==> src/rtl/README_unused.sv <==
`timescale 1ns/10ps

==> src/rtl/flash_host_pkg.sv <==
package flash_host_pkg;

    // bus and counter widths
    localparam int ADDR_W = 20;
    localparam int DATA_W = 16;
    localparam int CNT_W  = 4;
    localparam int PWR_W  = 5;
    localparam int STEP_W = 3;

    // sector field of the address
    localparam int SECTOR_HI = 19;
    localparam int SECTOR_LO = 12;

    // clock, strobe and power-up timing
    localparam int CLK_PERIOD_NS     = 100;
    localparam int STROBE_LOW_MIN_NS = 5;
    localparam int STROBE_LOW_RAW    =
        (STROBE_LOW_MIN_NS + CLK_PERIOD_NS - 1) / CLK_PERIOD_NS;
    localparam logic [CNT_W-1:0] STROBE_LOW_CYC =
        CNT_W'((STROBE_LOW_RAW < 1) ? 1 : STROBE_LOW_RAW);
    localparam logic [CNT_W-1:0] READ_LOW_CYC     = 4'h2;
    localparam logic [PWR_W-1:0] POWERUP_WAIT_CYC = 5'h10;

    // unlock and command addresses
    localparam logic [ADDR_W-1:0] UNLOCK1_ADDR_WORD = 20'h00555;
    localparam logic [ADDR_W-1:0] UNLOCK2_ADDR_WORD = 20'h002aa;
    localparam logic [ADDR_W-1:0] UNLOCK1_ADDR_BYTE = 20'h00aaa;
    localparam logic [ADDR_W-1:0] UNLOCK2_ADDR_BYTE = 20'h00555;
    localparam logic [ADDR_W-1:0] QUERY_ADDR_WORD   = 20'h00055;
    localparam logic [ADDR_W-1:0] QUERY_ADDR_BYTE   = 20'h000aa;
    localparam logic [ADDR_W-1:0] ANY_ADDR          = 20'h00000;

    // sector offsets
    localparam logic [SECTOR_LO-1:0] SECTOR_BASE_OFS = 12'h000;
    localparam logic [SECTOR_LO-1:0] PROT_OFS_WORD   = 12'h002;
    localparam logic [SECTOR_LO-1:0] PROT_OFS_BYTE   = 12'h004;

    // data codes
    localparam logic [DATA_W-1:0] CODE_UNLOCK1    = 16'h00aa;
    localparam logic [DATA_W-1:0] CODE_UNLOCK2    = 16'h0055;
    localparam logic [DATA_W-1:0] CODE_RESET      = 16'h00f0;
    localparam logic [DATA_W-1:0] CODE_SUSPEND    = 16'h00b0;
    localparam logic [DATA_W-1:0] CODE_RESUME     = 16'h0030;
    localparam logic [DATA_W-1:0] CODE_PROGRAM    = 16'h00a0;
    localparam logic [DATA_W-1:0] CODE_ERASE_SET  = 16'h0080;
    localparam logic [DATA_W-1:0] CODE_CHIP_ERASE = 16'h0010;
    localparam logic [DATA_W-1:0] CODE_SECT_ERASE = 16'h0030;
    localparam logic [DATA_W-1:0] CODE_ID_ENTER   = 16'h0090;
    localparam logic [DATA_W-1:0] CODE_QUERY      = 16'h0098;

    // last step index of each sequence
    localparam logic [STEP_W-1:0] LAST_STEP_SINGLE  = 3'h0;
    localparam logic [STEP_W-1:0] LAST_STEP_ID      = 3'h2;
    localparam logic [STEP_W-1:0] LAST_STEP_PROGRAM = 3'h3;
    localparam logic [STEP_W-1:0] LAST_STEP_ERASE   = 3'h5;

    typedef enum logic [3:0] {
        OP_READ,
        OP_RESET,
        OP_PROGRAM,
        OP_CHIP_ERASE,
        OP_SECTOR_ERASE,
        OP_SUSPEND,
        OP_RESUME,
        OP_ID_ENTER,
        OP_ID_READ,
        OP_PROTECT_READ,
        OP_QUERY_ENTER
    } op_e;

endpackage

==> src/rtl/flash_bus_cycle.sv <==
`timescale 1ns/10ps
`default_nettype none
module flash_bus_cycle
    import flash_host_pkg::*;
(
    // clock and reset
    input  wire logic              i_clk,
    input  wire logic              i_srst,
    // cycle request
    input  wire logic              i_start,
    input  wire logic              i_abort,
    input  wire logic              i_write,
    input  wire logic [ADDR_W-1:0] i_addr,
    input  wire logic [DATA_W-1:0] i_data,
    output logic                   o_done,
    output logic      [DATA_W-1:0] o_rdata,
    // flash pins
    output logic                   o_ce_n,
    output logic                   o_we_n,
    output logic                   o_oe_n,
    output logic      [ADDR_W-1:0] o_addr,
    output logic      [DATA_W-1:0] o_dq,
    output logic                   o_dq_oe_n,
    input  wire logic [DATA_W-1:0] i_dq
);

    typedef enum logic [1:0] {CYC_IDLE, CYC_SETUP, CYC_STROBE, CYC_HOLD} cyc_e;

    cyc_e             state_ff;
    cyc_e             nxt_state;
    logic             write_ff;
    logic [CNT_W-1:0] cnt_ff;
    logic [CNT_W-1:0] last_cnt;
    logic             nxt_write;

    // write_ff only updates on the start edge, so look ahead at i_write
    assign nxt_write = (state_ff == CYC_IDLE) ? i_write : write_ff;

    assign last_cnt = write_ff ? STROBE_LOW_CYC - 4'h1 : READ_LOW_CYC - 4'h1;
    assign o_done   = (state_ff == CYC_HOLD);

    always_comb begin
        nxt_state = state_ff;
        case (state_ff)
            CYC_IDLE:   if (i_start) nxt_state = CYC_SETUP;
            CYC_SETUP:  nxt_state = CYC_STROBE;
            CYC_STROBE: if (cnt_ff == last_cnt) nxt_state = CYC_HOLD;
            CYC_HOLD:   nxt_state = CYC_IDLE;
            default:    nxt_state = CYC_IDLE;
        endcase
        if (i_abort) nxt_state = CYC_IDLE;
    end

    always_ff @(posedge i_clk) begin
        if (i_srst) state_ff <= CYC_IDLE;
        else        state_ff <= nxt_state;
    end

    always_ff @(posedge i_clk) begin
        if (i_srst || state_ff != CYC_STROBE) cnt_ff <= '0;
        else                                  cnt_ff <= cnt_ff + 4'h1;
    end

    // address and data settle a cycle before the strobe falls
    always_ff @(posedge i_clk) begin
        if (i_srst) begin
            write_ff <= 1'b0;
            o_addr   <= '0;
            o_dq     <= '0;
        end else if (state_ff == CYC_IDLE && i_start) begin
            write_ff <= i_write;
            o_addr   <= i_addr;
            o_dq     <= i_data;
        end
    end

    // strobes come from flops so no decode glitch reaches the pins
    always_ff @(posedge i_clk) begin
        if (i_srst) begin
            o_ce_n    <= 1'b1;
            o_we_n    <= 1'b1;
            o_oe_n    <= 1'b1;
            o_dq_oe_n <= 1'b1;
        end else begin
            o_ce_n    <= !(nxt_state == CYC_SETUP || nxt_state == CYC_STROBE);
            o_we_n    <= !(nxt_state == CYC_STROBE && write_ff);
            o_oe_n    <= !(nxt_state == CYC_STROBE && !write_ff);
            o_dq_oe_n <= !(nxt_state != CYC_IDLE && nxt_write);
        end
    end

    always_ff @(posedge i_clk) begin
        if (i_srst) o_rdata <= '0;
        else if (state_ff == CYC_STROBE && !write_ff && cnt_ff == last_cnt)
            o_rdata <= i_dq;
    end

endmodule // flash_bus_cycle
`default_nettype wire

==> src/rtl/flash_cmd_host.sv <==
`timescale 1ns/10ps
`default_nettype none
module flash_cmd_host
    import flash_host_pkg::*;
(
    // clock and reset
    input  wire logic              i_clk,
    input  wire logic              i_srst,
    // supply monitor
    input  wire logic              i_supply_ok,
    // command port
    input  wire logic              i_req,
    input  wire op_e               i_op,
    input  wire logic [ADDR_W-1:0] i_addr,
    input  wire logic [DATA_W-1:0] i_wdata,
    input  wire logic              i_byte_mode,
    output logic                   o_ready,
    output logic                   o_done,
    output logic                   o_rvalid,
    output logic      [DATA_W-1:0] o_rdata,
    output logic                   o_id_mode,
    // flash pins
    output logic                   o_ce_n,
    output logic                   o_we_n,
    output logic                   o_oe_n,
    output logic                   o_byte_n,
    output logic      [ADDR_W-1:0] o_addr,
    output logic      [DATA_W-1:0] o_dq,
    output logic                   o_dq_oe_n,
    input  wire logic [DATA_W-1:0] i_dq
);

    typedef enum logic [1:0] {ST_POWER, ST_IDLE, ST_ISSUE, ST_WAIT} main_e;

    main_e             state_ff;
    op_e               op_ff;
    logic [ADDR_W-1:0] addr_ff;
    logic [DATA_W-1:0] wdata_ff;
    logic              byte_ff;
    logic [STEP_W-1:0] step_ff;
    logic [PWR_W-1:0]  pwr_cnt_ff;
    logic [ADDR_W-1:0] step_addr;
    logic [DATA_W-1:0] step_data;
    logic              step_write;
    logic [STEP_W-1:0] last_step;
    logic [ADDR_W-1:0] unlock1_addr;
    logic [ADDR_W-1:0] unlock2_addr;
    logic [ADDR_W-1:0] sector_base;
    logic              cyc_done;
    logic              seq_end;
    logic              abort;

    assign abort   = !i_supply_ok;
    assign o_ready = (state_ff == ST_IDLE);
    assign seq_end = (state_ff == ST_WAIT) && cyc_done && (step_ff == last_step);
    assign o_byte_n = !byte_ff;

    // unlock and command addresses follow the bus width
    assign unlock1_addr = byte_ff ? UNLOCK1_ADDR_BYTE : UNLOCK1_ADDR_WORD;
    assign unlock2_addr = byte_ff ? UNLOCK2_ADDR_BYTE : UNLOCK2_ADDR_WORD;
    assign sector_base  = {addr_ff[SECTOR_HI:SECTOR_LO], SECTOR_BASE_OFS};

    always_comb begin
        step_addr  = ANY_ADDR;
        step_data  = CODE_RESET;
        step_write = 1'b1;
        last_step  = LAST_STEP_SINGLE;
        case (step_ff)
            3'h0, 3'h3: begin
                step_addr = unlock1_addr;
                step_data = CODE_UNLOCK1;
            end
            3'h1, 3'h4: begin
                step_addr = unlock2_addr;
                step_data = CODE_UNLOCK2;
            end
            default: step_addr = unlock1_addr;
        endcase
        case (op_ff)
            OP_PROGRAM: begin
                last_step = LAST_STEP_PROGRAM;
                if (step_ff == 3'h2) step_data = CODE_PROGRAM;
                if (step_ff == 3'h3) begin
                    step_addr = addr_ff;
                    step_data = wdata_ff;
                end
            end
            OP_CHIP_ERASE, OP_SECTOR_ERASE: begin
                last_step = LAST_STEP_ERASE;
                if (step_ff == 3'h2) step_data = CODE_ERASE_SET;
                if (step_ff == 3'h5) begin
                    step_data = (op_ff == OP_CHIP_ERASE) ? CODE_CHIP_ERASE
                                                         : CODE_SECT_ERASE;
                    if (op_ff == OP_SECTOR_ERASE) step_addr = sector_base;
                end
            end
            OP_ID_ENTER: begin
                last_step = LAST_STEP_ID;
                if (step_ff == 3'h2) step_data = CODE_ID_ENTER;
            end
            OP_RESET: begin
                step_addr = ANY_ADDR;
                step_data = CODE_RESET;
            end
            OP_SUSPEND: begin
                step_addr = ANY_ADDR;
                step_data = CODE_SUSPEND;
            end
            OP_RESUME: begin
                step_addr = ANY_ADDR;
                step_data = CODE_RESUME;
            end
            OP_QUERY_ENTER: begin
                step_addr = byte_ff ? QUERY_ADDR_BYTE : QUERY_ADDR_WORD;
                step_data = CODE_QUERY;
            end
            OP_PROTECT_READ: begin
                step_write = 1'b0;
                step_addr  = {addr_ff[SECTOR_HI:SECTOR_LO],
                              byte_ff ? PROT_OFS_BYTE : PROT_OFS_WORD};
            end
            default: begin
                step_write = 1'b0;
                step_addr  = addr_ff;
            end
        endcase
    end

    // supply loss drops any sequence; the device has reset anyway
    always_ff @(posedge i_clk) begin
        if (i_srst) state_ff <= ST_POWER;
        else if (abort) state_ff <= ST_POWER;
        else begin
            case (state_ff)
                ST_POWER: if (pwr_cnt_ff == '0) state_ff <= ST_IDLE;
                ST_IDLE:  if (i_req) state_ff <= ST_ISSUE;
                ST_ISSUE: state_ff <= ST_WAIT;
                ST_WAIT: begin
                    if (seq_end)       state_ff <= ST_IDLE;
                    else if (cyc_done) state_ff <= ST_ISSUE;
                end
                default: state_ff <= ST_POWER;
            endcase
        end
    end

    always_ff @(posedge i_clk) begin
        if (i_srst || abort) pwr_cnt_ff <= POWERUP_WAIT_CYC;
        else if (state_ff == ST_POWER && pwr_cnt_ff != '0)
            pwr_cnt_ff <= pwr_cnt_ff - 5'h01;
    end

    always_ff @(posedge i_clk) begin
        if (i_srst) begin
            op_ff    <= OP_READ;
            addr_ff  <= '0;
            wdata_ff <= '0;
            byte_ff  <= 1'b0;
        end else if (o_ready && i_req) begin
            op_ff    <= i_op;
            addr_ff  <= i_addr;
            wdata_ff <= i_wdata;
            byte_ff  <= i_byte_mode;
        end
    end

    always_ff @(posedge i_clk) begin
        if (i_srst || state_ff == ST_IDLE) step_ff <= '0;
        else if (state_ff == ST_WAIT && cyc_done && !seq_end)
            step_ff <= step_ff + 3'h1;
    end

    always_ff @(posedge i_clk) begin
        if (i_srst) begin
            o_done   <= 1'b0;
            o_rvalid <= 1'b0;
        end else begin
            o_done   <= seq_end && !abort;
            o_rvalid <= seq_end && !abort && !step_write;
        end
    end

    // identification and query modes stay until a reset command lands or the supply drops
    always_ff @(posedge i_clk) begin
        if (i_srst || abort) o_id_mode <= 1'b0;
        else if (seq_end && op_ff == OP_RESET) o_id_mode <= 1'b0;
        else if (seq_end && (op_ff == OP_ID_ENTER || op_ff == OP_QUERY_ENTER))
            o_id_mode <= 1'b1;
    end

    flash_bus_cycle u_cycle (
        .i_clk     (i_clk),
        .i_srst    (i_srst),
        .i_start   (state_ff == ST_ISSUE),
        .i_abort   (abort),
        .i_write   (step_write),
        .i_addr    (step_addr),
        .i_data    (step_data),
        .o_done    (cyc_done),
        .o_rdata   (o_rdata),
        .o_ce_n    (o_ce_n),
        .o_we_n    (o_we_n),
        .o_oe_n    (o_oe_n),
        .o_addr    (o_addr),
        .o_dq      (o_dq),
        .o_dq_oe_n (o_dq_oe_n),
        .i_dq      (i_dq)
    );

    // helper: write strobes seen in the current sequence
    logic             we_q_ff;
    logic [STEP_W:0]  we_cnt_ff;
    always_ff @(posedge i_clk) begin
        if (i_srst) we_q_ff <= 1'b1;
        else        we_q_ff <= o_we_n;
    end
    always_ff @(posedge i_clk) begin
        if (i_srst || (o_ready && i_req)) we_cnt_ff <= '0;
        else if (we_q_ff && !o_we_n)       we_cnt_ff <= we_cnt_ff + 4'h1;
    end

    AST_LOCKOUT_QUIET: assert property (@(posedge i_clk) disable iff (i_srst)
        !i_supply_ok |=> ##1 (o_we_n && o_ce_n && o_oe_n))
        else $error("strobes active after supply loss");
    AST_NO_ALL_LOW: assert property (@(posedge i_clk) disable iff (i_srst)
        !(!o_ce_n && !o_we_n && !o_oe_n))
        else $error("chip, write and output enable all low");
    AST_WRITE_LEVELS: assert property (@(posedge i_clk) disable iff (i_srst)
        !o_we_n |-> (!o_ce_n && o_oe_n && !o_dq_oe_n))
        else $error("write strobe without proper enables");
    AST_PULSE_WIDTH: assert property (@(posedge i_clk) disable iff (i_srst)
        $fell(o_we_n) |-> !o_we_n [*1] ##1 o_we_n ##1 o_ce_n)
        else $error("write pulse shape wrong");
    AST_ADDR_STABLE: assert property (@(posedge i_clk) disable iff (i_srst)
        (!o_we_n || $rose(o_we_n)) |-> ($stable(o_addr) && $stable(o_dq)))
        else $error("address or data moved around write strobe");
    AST_POWER_WAIT: assert property (@(posedge i_clk) disable iff (i_srst)
        (state_ff == ST_POWER) |-> (o_we_n && !o_ready))
        else $error("write during power-up wait");
    AST_FIRST_UNLOCK: assert property (@(posedge i_clk) disable iff (i_srst)
        ($fell(o_we_n) && we_cnt_ff == '0 && op_ff == OP_PROGRAM)
        |-> (o_dq == CODE_UNLOCK1 &&
             o_addr == (byte_ff ? UNLOCK1_ADDR_BYTE : UNLOCK1_ADDR_WORD)))
        else $error("sequence did not open with unlock");
    AST_PROGRAM_FOUR: assert property (@(posedge i_clk) disable iff (i_srst)
        (seq_end && op_ff == OP_PROGRAM) |=> (we_cnt_ff == 4'h4))
        else $error("program sequence not four writes");
    AST_ERASE_SIX: assert property (@(posedge i_clk) disable iff (i_srst)
        (seq_end && (op_ff == OP_CHIP_ERASE || op_ff == OP_SECTOR_ERASE))
        |=> (we_cnt_ff == 4'h6))
        else $error("erase sequence not six writes");
    AST_SECTOR_ONLY: assert property (@(posedge i_clk) disable iff (i_srst)
        ($fell(o_we_n) && op_ff == OP_SECTOR_ERASE && o_dq == CODE_SECT_ERASE)
        |-> (o_addr[SECTOR_LO-1:0] == SECTOR_BASE_OFS))
        else $error("sector erase address has low bits set");
    AST_RESET_SINGLE: assert property (@(posedge i_clk) disable iff (i_srst)
        (seq_end && op_ff == OP_RESET) |=> (we_cnt_ff == 4'h1 && !o_id_mode))
        else $error("reset command not a single write");

    COV_PROGRAM: cover property (@(posedge i_clk) disable iff (i_srst)
        seq_end && op_ff == OP_PROGRAM);
    COV_SECTOR_ERASE: cover property (@(posedge i_clk) disable iff (i_srst)
        seq_end && op_ff == OP_SECTOR_ERASE && byte_ff);
    COV_ID_READ: cover property (@(posedge i_clk) disable iff (i_srst)
        o_id_mode && o_rvalid);
    COV_ABORT: cover property (@(posedge i_clk) disable iff (i_srst)
        state_ff == ST_WAIT && !i_supply_ok);

endmodule // flash_cmd_host
`default_nettype wire

==> config.mk <==
export PLATFORM = sky130hd
export DESIGN_NAME = flash_cmd_host
export DESIGN_NICKNAME = d
export VERILOG_FILES = /design/src/rtl/README_unused.sv /design/src/rtl/flash_host_pkg.sv /design/src/rtl/flash_bus_cycle.sv /design/src/rtl/flash_cmd_host.sv
export SDC_FILE = /design/constraint.sdc
export NUM_CORES = 1
export LEC_CHECK = 0
export BUFFER_PORTS_ARGS = -buffer_cell sky130_fd_sc_hd__buf_2
export CAP_MARGIN = 20
export CORE_ASPECT_RATIO = 0.6
export CORE_MARGIN = 4
export CORE_UTILIZATION = 50
export DETAILED_ROUTE_END_ITERATION = 6
export GPL_TIMING_DRIVEN = 1
export PLACE_DENSITY = 0.78
export SLEW_MARGIN = 20
export SYNTH_ARGS = -nofsm -noshare
export SYNTH_HDL_FRONTEND = slang
export SYNTH_SLANG_ARGS = --single-unit
==> constraint.sdc <==
create_clock -name i_clk -period 2.9 [get_ports i_clk]
set_input_delay 0.435 -clock i_clk [delete_from_list [all_inputs] [get_ports i_clk]]
set_output_delay 0.435 -clock i_clk [all_outputs]
set_load 0.01 [all_outputs]
# Word-level counts from Yosys, hierarchy flattened

Index checks and enable logic that the tools add are counted.

Bits of input ports: 61
Output and inout bits: 61
Flip-flop bits (word level): 117
Word-level logic and storage cells: 125

Multiplexer cells: 30
Reductions and logical operators: 43
Equality and inequality tests: 28
Bitwise operators: 1
Add/subtract/negate cells: 3

Operators by type and width:

| kind                                                                  | count |
|---|---|
| 20-bit case mux with 6 select lines                                   | 1 |
| 16-bit case mux with 7 select lines                                   | 1 |
| 16-bit 2-to-1 mux                                                     | 5 |
| 20-bit 2-to-1 mux                                                     | 3 |
| 12-bit 2-to-1 mux                                                     | 2 |
| 4-bit by 3-bit equality test with 1-bit output, second input constant | 4 |
| 2-bit case mux with 4 select lines                                    | 2 |
| 8-bit case mux with 2 select lines                                    | 1 |
| 1-bit logical AND                                                     | 15 |
| 2-bit 2-to-1 mux                                                      | 7 |
| 11-bit 2-to-1 mux                                                     | 1 |
| 2-bit equality test, second input constant                            | 5 |
| 2-bit OR reduction                                                    | 5 |
| 1-bit zero test                                                       | 9 |
| 3-bit case mux with 3 select lines                                    | 1 |
| 4-bit by 2-bit equality test with 1-bit output, second input constant | 2 |
| 4-bit equality test, second input constant                            | 2 |
| 8-bit 2-to-1 mux                                                      | 1 |
| 8-bit OR reduction                                                    | 1 |
| 2-bit by 1-bit equality test with 1-bit output, second input constant | 3 |
| 3-bit by 2-bit equality test with 1-bit output, second input constant | 2 |
| 3-bit equality test, second input constant                            | 2 |
| 6-bit 2-to-1 mux                                                      | 1 |
| 2-bit inequality test, second input constant                          | 3 |
| other kinds (19)                                                      | 26 |

# Depth between registers and ports, before layout

Gate-level depths: netlist (run 1).

Depth after elaboration: 8
Mapped depth: 10
Gate-level depth less buffers: 10

# By module

A second synthesis (run 1) with hierarchy kept.

Cell total of the unflattened synthesis: 702
Area, all modules: 5460.2 µm²

Modules (own cells, without submodules):

| module          | seq. area each (µm²) | instances | cells an instance | area each (µm²) |
|---|---|---|---|---|
| flash_cmd_host  | 1081.0               | 1         | 426               | 3014.1 |
| flash_bus_cycle | 1261.2               | 1         | 276               | 2446.1 |

# Least setup slack after synthesis (run 1)

No wires, ideal clock.

Kind: register -> register
Start point: register step_ff[0]
End point: register u_cycle.o_addr[0]
Arrival: 2.111 ns
Buffers on the path: 0
Cell stages (with the launch flop): 10
Library setup time: 0.122 ns
Required time: 2.778 ns
Setup slack: 0.667 ns
Cells stage by stage: dfxtp_1 -> inv_1 -> ha_1 -> mux2i_1 -> ha_1 -> a21oi_1 -> o221ai_1 -> a31oi_1 -> a21oi_1 -> a221o_1

Cells in the longest elaborated chain, start to end: 6
Elaborated cells between the ends (all ways): 10
Those cells by class: eq/ne (4); mux (5); reduce/logical (1)

RTL lines:

| item                                                                                  | line                  | source |
|---|---|---|
| start, declared                                                                       | flash_cmd_host.sv:40  | `logic [STEP_W-1:0] step_ff;` |
| start signal, assigned                                                                | flash_cmd_host.sv:170 | `step_ff <= step_ff + 3'h1;` |
| 3-bit by 1-bit equality test with 1-bit output or 3-bit equality test (tied branches) | flash_cmd_host.sv:68  | `case (step_ff)` |
| 2-bit OR reduction                                                                    | flash_cmd_host.sv:68  |  |
| 12-bit 2-to-1 mux                                                                     | flash_cmd_host.sv:68  |  |
| 20-bit 2-to-1 mux                                                                     | flash_cmd_host.sv:94  | `if (op_ff == OP_SECTOR_ERASE) step_addr = sector_base;` |
| 20-bit 2-to-1 mux                                                                     | flash_cmd_host.sv:91  | `if (step_ff == 3'h5) begin` |
| 20-bit case mux with 6 select lines *                                                 | flash_cmd_host.sv:79  | `case (op_ff)` |
| end signal, assigned                                                                  | flash_bus_cycle.sv:72 | `o_addr <= i_addr;` |
| end, declared                                                                         | flash_bus_cycle.sv:21 | `output logic [ADDR_W-1:0] o_addr,` |

Mark *: on every way between the ends. The rest lies on a longest branch, timed or not.
A chain may end at the register's enable or synchronous reset.

# Worst setup path after layout (run 1)

Start point: register step_ff[0]
End point: register u_cycle.o_addr[6]

Same word-level chain as after synthesis.

==> run metrics, run 1 <==
ratio of cells with drive above 1 in the final layout 23.3%; Tot GR Track Use 24.7%; share of the synthesized area in the top cell type 44.6%; initial core utilization 52.2%; Final Cycle Share 93.0%; Synth Area in Compound Gates 18.9%; largest family of logic cells by synthesized area simple AND/OR/NAND/NOR gates; Max Cap Viol 0; post_cts resized 0; crit path DAT 2.99 ns; startpoint types flip-flop; Vias per Instance 5.54; Port Buf Inserts 121; CTS tree built; Crit. End Element flip-flop; Total Neg Setup Slack 0 ns; Max VDD drop 0.435 mV; Area contributors post-synth dfxtp_1 45%, nand2_1 8.6%, a21oi_1 6.8%, nor2_1 4.8%, mux2i_1 3.8%; critical path fanouts, max 9; buffer count from post-CTS setup fixing 0; EDFF count, synth 0; drt wl/cell 16.4 um; outcome complete, no violations; Vias 4998; Hold WS 0.251 ns; hold buffer count at cts 0; hold path cells 3; CTS max path bufs 2; Static Leak 2.79 nW; clock transition at the registers of the reported paths 0.06 ns; synth warn 0; number of global-route vias before repair 4733; Post-Synth XOR/XNOR Area 1.34%; post-synthesis mux area share 4.03%; clk_lat worst skew 0.42 ns; ys flop type dfxtp_1; DIE WIDTH 140 um; DP HPWL 10600 um; CP max-delay cell dfxtp_1; routed wire length 14800 um; total iterations of the first detailed-routing run 5; CP required 3.20 ns; Post-Syn Area 0.00525 mm2; first-pass GRT wire length 24100 um; Pwr Density 580 mW/mm2; antenna-violating nets left 0; syn_area_per_cell 8.21 um2; commonest non-fill, non-tap cells in the layout 121 x buf_2, 120 x nand2_1, 117 x dfxtp_1; initial antenna violation count 0; Die Y 87.4 um; Seq cells post-synth 117; grt ovf 0; Gate Count Post-Synth 639; CP top delay family compound AO/OA/AOI/OAI gates; relative slew slack 53.5%; Simple-Gate Fraction of Synth Area 22.7%; pin count of the biggest net entering global routing 68; worst-case clock skew 0.00891 ns; Post-synth ARST share 0%; Core Box Area 0.0101 mm2; critical path class reg -> reg; cts bufs inserted 17; Adder-Cell Fraction of Synth Area 3.58%; row count 28; cell taking the most area after synthesis dfxtp_1; DRT iter0 DRCs 362; unrepaired setup endpoints after global routing false; fin nets 830; Setup Viol. Count Final 0; Max Slew Vio Count 0; Sink Count 117; drt drc 0; post-synth cell types 56; Buffers & Inverters on Critical Path 1; worst hold path type in -> reg; Layout area overhead 24.7%; GP Congestion 0.930; Worst-Margin Slew 0.689 ns; Min Clock Period, post-route 2.70 ns; Max Fclk 371 MHz; H-tree levels 4; CP peak stage delay 0.48 ns; CP Depth 9; Die Area 0.0123 mm2; n_diodes 0; root buf cell clkbuf_16; final hold viol count 0; worst reg2reg path depth 9; sequential area share after synthesis 44.6%; Mapped Nets 715; critical path cell sequence inv_1 > ha_1 > mux2i_1 > ha_1 > a21oi_1 > o221ai_1 > a31oi_1 > a21oi_1 > a221o_1; footprint of the multi-input gates 0.00265 mm2; sequential cell area 0.00234 mm2; I/O pin count 122; Layout fillers 875; most common cell after layout, fill and taps aside buf_2
[cell type report]
cell class / count / area share (%)
Tap cell: 135 / 2.58
Clock inverter: 14 / 2.01
Timing Repair Buffer: 138 / 11.4
Inverter: 20 / 1.15
Multi-Input combinational cell: 460 / 40.5
Clock buffer: 18 / 6.56
Sequential cell: 117 / 35.8
[cell families (layout without fill, tap and decap cells)]
family          after synthesis  in the layout
simple gates                263            263
compound gates              153            153
flops                       117            117
buf+inv                      62            190
mux                          21             21
fa+ha+maj                    15             15
xor+xnor                      8              8
[Yosys cell counts (3+ instances only)]
master       n
a22oi_1     17
nor3_1      11
o221ai_1     6
a311oi_1     4
nand2b_1    13
nor3b_1      3
and2_1       9
nor2_1      67
nand3_1      8
nor2b_1     12
ha_1        15
inv_1       20
or3_1        3
a21oi_1     71
nand2_1    120
a2111oi_0    3
buf_2       13
a211oi_1     8
dfxtp_1    117
nand3b_1     3
xnor2_1      3
o21ai_0     12
o31ai_1      3
mux2i_1     20
clkbuf_1    27
and3_1       5
xor2_1       5
a221o_1      5
o22ai_1      4
[metal layers]
metal | wire length (um) | track usage [%] | part of all wire, % | vias up
li1 | - | - | - | 2438
met1 | 7150 | 34.8 | 48 | 2327
met2 | 6100 | 36.8 | 41 | 221
met3 | 1420 | 8.78 | 9.6 | 12
met4 | 108 | 4.93 | 0.73 | 0
met5 | 0 | 0 | 0 | -
[metrics by stage]
stage | utilization [%] | std cells | setup slack [ns] | power (mW) | area, um2
floorplan | - | 639 | 0.667 | 1.78 | 5250
global placement | 59.5 | 870 | 0.333 | 1.85 | 5980
detailed placement | 59.5 | 870 | 0.257 | 1.85 | 5980
CTS | 65.1 | 902 | 0.235 | 3.82 | 6540
global route | 65.1 | 902 | 0.00335 | 3.92 | 6540
finish | 65.1 | 902 | 0.202 | 3.79 | 6540
[flip-flops by register name, indices dropped and copies added (netlist names), 3 cells and up]
name,count
addr_ff,20
u_cycle.o_addr,20
u_cycle.o_rdata,16
u_cycle.cnt_ff,4
step_ff,3
wdata_ff,16
u_cycle.o_dq,16
op_ff,4
pwr_cnt_ff,5
[worst register-to-register path, cell delays in order, from the launching register on]
cell and delay [ns]:
dfxtp_1 0.48, inv_1 0.13, ha_1 0.25, mux2i_1 0.23, ha_1 0.33, a21oi_1 0.17, o221ai_1 0.16, a31oi_1 0.29
a21oi_1 0.18, a221o_1 0.36
[final timing paths]
check                   start                   to  slack (ns)
hold / removal       i_dq[15]  u_cycle.o_rdata[15]        0.25
setup / recovery   step_ff[0]    u_cycle.o_addr[6]        0.20
hold reg to reg   wdata_ff[7]          wdata_ff[7]        0.45
setup reg to reg   step_ff[0]    u_cycle.o_addr[6]        0.20
[where the power goes]
group          internal, mW  total, mW  switching [mW]
logic                0.0769      0.177           0.100
registers              1.63       1.64          0.0175
clock network          1.18       1.97           0.786
total                  2.89       3.79           0.904
(Power assumes the default switching activity.)
==> run 2, diff against run 1 <==
--- a/config.mk
+++ b/config.mk
@@ -7,12 +7,14 @@
 export LEC_CHECK = 0
 export BUFFER_PORTS_ARGS = -buffer_cell sky130_fd_sc_hd__buf_2
 export CAP_MARGIN = 20
+export CELL_PAD_IN_SITES_DETAIL_PLACEMENT = 1
+export CELL_PAD_IN_SITES_GLOBAL_PLACEMENT = 2
 export CORE_ASPECT_RATIO = 0.6
 export CORE_MARGIN = 4
-export CORE_UTILIZATION = 50
+export CORE_UTILIZATION = 31
 export DETAILED_ROUTE_END_ITERATION = 6
 export GPL_TIMING_DRIVEN = 1
-export PLACE_DENSITY = 0.78
+export PLACE_DENSITY = 0.82
 export SLEW_MARGIN = 20
 export SYNTH_ARGS = -nofsm -noshare
 export SYNTH_HDL_FRONTEND = slang
==> run 2 against run 1 <==
Count of clock-buffer cells in the layout is the same. Critical path type unchanged. Critical endpoint is now u_cycle.o_addr[0]. Utilization shrank 24 points. Combinational power is 3% higher. Register-to-register slack better by 0.06 ns. Sequential cell count stayed put. Clock skew about the same. Highest routed layer unchanged. Fmax is 2.1% higher.
==> run metrics, run 2 (synthesis gave the netlist of run 1 again) <==
DRT iter0 DRCs 346; CP max-delay cell dfxtp_2; crit path DAT 2.93 ns; Flop pwr share 40.9%; DP HPWL 12900 um; drt wl/cell 17.6 um; outcome complete, no violations; Vias per Instance 4.94; routed wire length 17600 um; Vias 4929; row count 36; worst reg2reg path depth 9; Switch Pwr 953 uW; initial core utilization 32.0%; CTS max path bufs 2; n_diodes 0; Max Cap Viol 0; CP peak stage delay 0.41 ns; worst hold path type in -> reg; initial antenna violation count 0; relative slew slack 54.8%; Total Neg Setup Slack 0 ns; drt drc 0; hold path cells 3; CTS tree built; Setup Viol. Count Final 0; critical path class reg -> reg; number of global-route vias before repair 5064; Crit. End Element flip-flop; first-pass GRT wire length 27600 um; DIE WIDTH 176 um; root buf cell clkbuf_16; Min Clock Period, post-route 2.64 ns; total iterations of the first detailed-routing run 6; Max Fclk 378 MHz; Layout fillers 2010; M1 WL 9370 um; Final Cycle Share 91.1%; commonest non-fill, non-tap cells in the layout 120 x nand2_1, 120 x buf_2, 115 x dfxtp_1; Largest regs addr_ff: 20 flops, u_cycle.o_addr: 20 flops; clk_lat worst skew 0.41 ns; Die Y 109 um; H-tree levels 4; clock transition at the registers of the reported paths 0.06 ns; Core Box Area 0.0164 mm2; logic gate share of total power 4.6%; Max VDD drop 0.386 mV; WL met2 7010 um; cts bufs inserted 17; setup slack after layout 0.257 ns; grt ovf 0; critical path fanouts, max 9; startpoint types flip-flop; Setup WS pre-CTS 0.192 ns; CP required 3.19 ns; buffer count from post-CTS setup fixing 0; Die Area 0.0191 mm2; Static Leak 2.81 nW; unrepaired setup endpoints after global routing false; switching share of power 23.7%; GP Congestion 0.945; I/O pin count 122; fin nets 832; Pwr Density 598 mW/mm2; Port Buf Inserts 121; final core occ 40.9%; ratio of cells with drive above 1 in the final layout 23.8%; Worst-Margin Slew 0.678 ns; Tot GR Track Use 18.4%; Layout area overhead 27.9%; internal power 3.06 mW; Met3 Routed Length 1080 um; Sink Count 117; Max Slew Vio Count 0; worst-case clock skew 0.00894 ns; clock share of power 54.5%; critical path cell sequence inv_1 > ha_1 > mux2i_1 > ha_1 > a21oi_1 > o221ai_1 > a31oi_1 > a21oi_1 > a221o_1; final hold viol count 0; Hold WS 0.252 ns; pin count of the biggest net entering global routing 65; top layer in use met4; antenna-violating nets left 0
[run 2: metal layers]
metal,track usage [%],vias to the layer above
li1,-,2433
met1,27.5,2326
met2,26.3,156
met3,4.82,14
met4,4.23,0
met5,0,-
[run 2: worst paths after layout]
kind,startpoint,to,slack [ns]
max,step_ff[0],u_cycle.o_addr[0],0.26
min,i_dq[8],u_cycle.o_rdata[8],0.25
max reg2reg,step_ff[0],u_cycle.o_addr[0],0.26
min reg2reg,wdata_ff[11],wdata_ff[11],0.46
[run 2: area by class of cell]
cell class | count | area [um2] | share of cell area (%)
Timing Repair Buffer | 140 | 751 | 11.2
Inverter | 20 | 75.1 | 1.12
Multi-Input combinational cell | 460 | 2650 | 39.5
Clock inverter | 14 | 178 | 2.65
Tap cell | 228 | 285 | 4.25
Clock buffer | 18 | 429 | 6.39
Sequential cell | 117 | 2340 | 34.9
[run 2: timing repair]
action / in CTS / in global routing
setup endpoints to repair: 0 / 3
hold buffers: 0 / 0
resized for setup: 0 / 2
hold endpoints to repair: 0 / 0
[run 2: worst max-delay path, delay by kind of cell, from the launching register on]
kind	cells	cell delay, ns
flip-flops	1	0.41
multiplexers	1	0.23
adder cells (fa/ha/maj)	2	0.57
AO/OA/AOI/OAI	5	1.21
buffers and inverters	1	0.10
[run 2: power by group through the flow]
stage	Clock [mW]	Sequential [mW]	Combinational, mW
2_1_floorplan	0	1.67	0.106
3_3_place_gp	0	1.68	0.177
3_5_place_dp	0	1.68	0.183
4_1_cts	2.24	1.64	0.185
5_1_grt	2.32	1.64	0.205
6_report	2.19	1.64	0.183
[run 2: per-stage QoR]
| stage | instances | cell area (um2) | power (mW) |
|---|---|---|---|
| global route | 997 | 6710 | 4.17 |
| CTS | 997 | 6710 | 4.07 |
| global placement | 965 | 6100 | 1.85 |
| floorplan | 639 | 5250 | 1.78 |
| finish | 997 | 6710 | 4.01 |
| detailed placement | 965 | 6100 | 1.86 |
==> run 3, diff against run 2 <==
--- a/config.mk
+++ b/config.mk
@@ -15,6 +15,7 @@
 export DETAILED_ROUTE_END_ITERATION = 6
 export GPL_TIMING_DRIVEN = 1
 export PLACE_DENSITY = 0.82
+export REMOVE_ABC_BUFFERS = 1
 export SLEW_MARGIN = 20
 export SYNTH_ARGS = -nofsm -noshare
 export SYNTH_HDL_FRONTEND = slang
==> run 3 against run 2 <==
Fmax down 2.3%. Final area up 0.86%. Register-to-register slack worse by 0.06 ns. Sequential cell count unchanged. Sequential power about the same. Worst hold slack better by 0.015 ns. Worst setup slack worse by 0.062 ns.
==> run metrics, run 3 (synthesis gave the netlist of run 1 again) <==
critical path class reg -> reg; Layout fillers 2012; row count 36; post_cts resized 0; footprint of the multi-input gates 0.00265 mm2; relative slew slack 48.2%; startpoint types flip-flop; CTS max path bufs 2; Inst Count DP 965; clock share of power 56.4%; Setup Viol. Count Final 0; Total Neg Setup Slack 0 ns; final hold viol count 0; Max VDD drop 0.377 mV; clock transition at the registers of the reported paths 0.06 ns; critical path fanouts, max 9; Die Y 109 um; ratio of cells with drive above 1 in the final layout 23.7%; drt drc 0; Sink Count 117; Flop pwr share 39.3%; Max Cap Viol 0; Die Area 0.0191 mm2; clk_lat worst skew 0.40 ns; Static Leak 2.85 nW; drt wl/cell 17.6 um; Core Box Area 0.0164 mm2; Pwr Density 618 mW/mm2; root buf cell clkbuf_16; Port Buf Inserts 121; Largest regs addr_ff: 20 flops, u_cycle.o_addr: 20 flops; CP required 3.18 ns; grt ovf 0; Tot GR Track Use 18.7%; Final Non-Filler Cells 997; Max Slew Vio Count 0; I/O pin count 122; routed wire length 17500 um; CTS tree built; DRT iter0 DRCs 317; Vias 5031; buffer count from post-CTS setup fixing 0; Layout area overhead 29.0%; setup slack after layout 0.195 ns; logic gate share of total power 4.3%; crit path DAT 2.98 ns; antenna-violating nets left 0; commonest non-fill, non-tap cells in the layout 120 x nand2_1, 120 x buf_2, 117 x dfxtp_1; worst-case clock skew 0.0119 ns; unrepaired setup endpoints after global routing false; DIE WIDTH 176 um; Max Fclk 370 MHz; first-pass GRT wire length 28700 um; total iterations of the first detailed-routing run 4; switching share of power 22.6%; Vias per Instance 5.05; Crit. End Element flip-flop; initial antenna violation count 2; Hold WS 0.267 ns; fin nets 832; outcome complete, no violations; Switch Pwr 946 uW; n_diodes 0; cts bufs inserted 17; internal power 3.24 mW; hold buffer count at cts 0; initial core utilization 32.0%; number of global-route vias before repair 5434; Final Cycle Share 93.3%; GP Congestion 0.832; Min Clock Period, post-route 2.70 ns; DP HPWL 12600 um; worst hold path type in -> reg; sequential cell area 0.00234 mm2; Worst-Margin Slew 0.767 ns; pin count of the biggest net entering global routing 56; Setup WS pre-CTS 0.229 ns; H-tree levels 4
## run 3: cell count changes in the layout (fill, tap and decap cells not counted), sizes merged
cell	previous run	this run
clkinv	5	8
clkinvlp	4	1
bufinv	3	5
clkbuf	18	17
inv	22	21
## run 3: worst paths after layout
kind               start                 to  slack, ns  cells after the start
min           i_addr[19]        addr_ff[19]       0.27                      3
max           step_ff[0]  u_cycle.o_addr[6]       0.20                      9
min reg2reg  addr_ff[16]        addr_ff[16]       0.46                      2
max reg2reg   step_ff[0]  u_cycle.o_addr[6]       0.20                      9
## run 3: area by class of cell
cell class / instances / share of cell area [%]
sequential: 117 / 34.6
timing repair buffer: 140 / 11.3
clock buffer: 17 / 6.28
multi-input combinational: 460 / 39.1
tap: 228 / 4.21
inverter: 20 / 1.11
clock inverter: 15 / 3.38
## run 3: power by group through the flow
stage / clock network, mW / logic [mW] / registers [mW]
after floorplan: 0 / 0.0824 / 1.67
after global placement: 0 / 0.177 / 1.68
after detailed placement: 0 / 0.182 / 1.68
after CTS: 2.41 / 0.185 / 1.64
after global routing: 2.49 / 0.206 / 1.65
final: 2.36 / 0.181 / 1.64
## run 3: worst max-delay path: stages, from the launching register on
cell and delay (ns):
dfxtp_1 0.50, inv_1 0.14, ha_1 0.25, mux2i_1 0.22
ha_1 0.35, a21oi_1 0.21, o221ai_1 0.16, a31oi_1 0.24
a21oi_1 0.14, a221o_1 0.36
## run 3: routing by layer
metal  GRT usage (%)  routed length [um]
met3            5.68                 966
met5               0                  21
met1            25.8                8750
met4            3.67                  80
met2            29.3                7690
## run 3: through the flow
| stage | instance area (um2) | utilization (%) | total power, mW |
|---|---|---|---|
| 6_report | 6770 | 41.3 | 4.18 |
| 4_1_cts | 6770 | 41.3 | 4.24 |
| 3_5_place_dp | 6110 | 37.3 | 1.86 |
| 3_3_place_gp | 6110 | 37.3 | 1.85 |
| 2_1_floorplan | 5070 | - | 1.76 |
| 5_1_grt | 6770 | 41.3 | 4.34 |
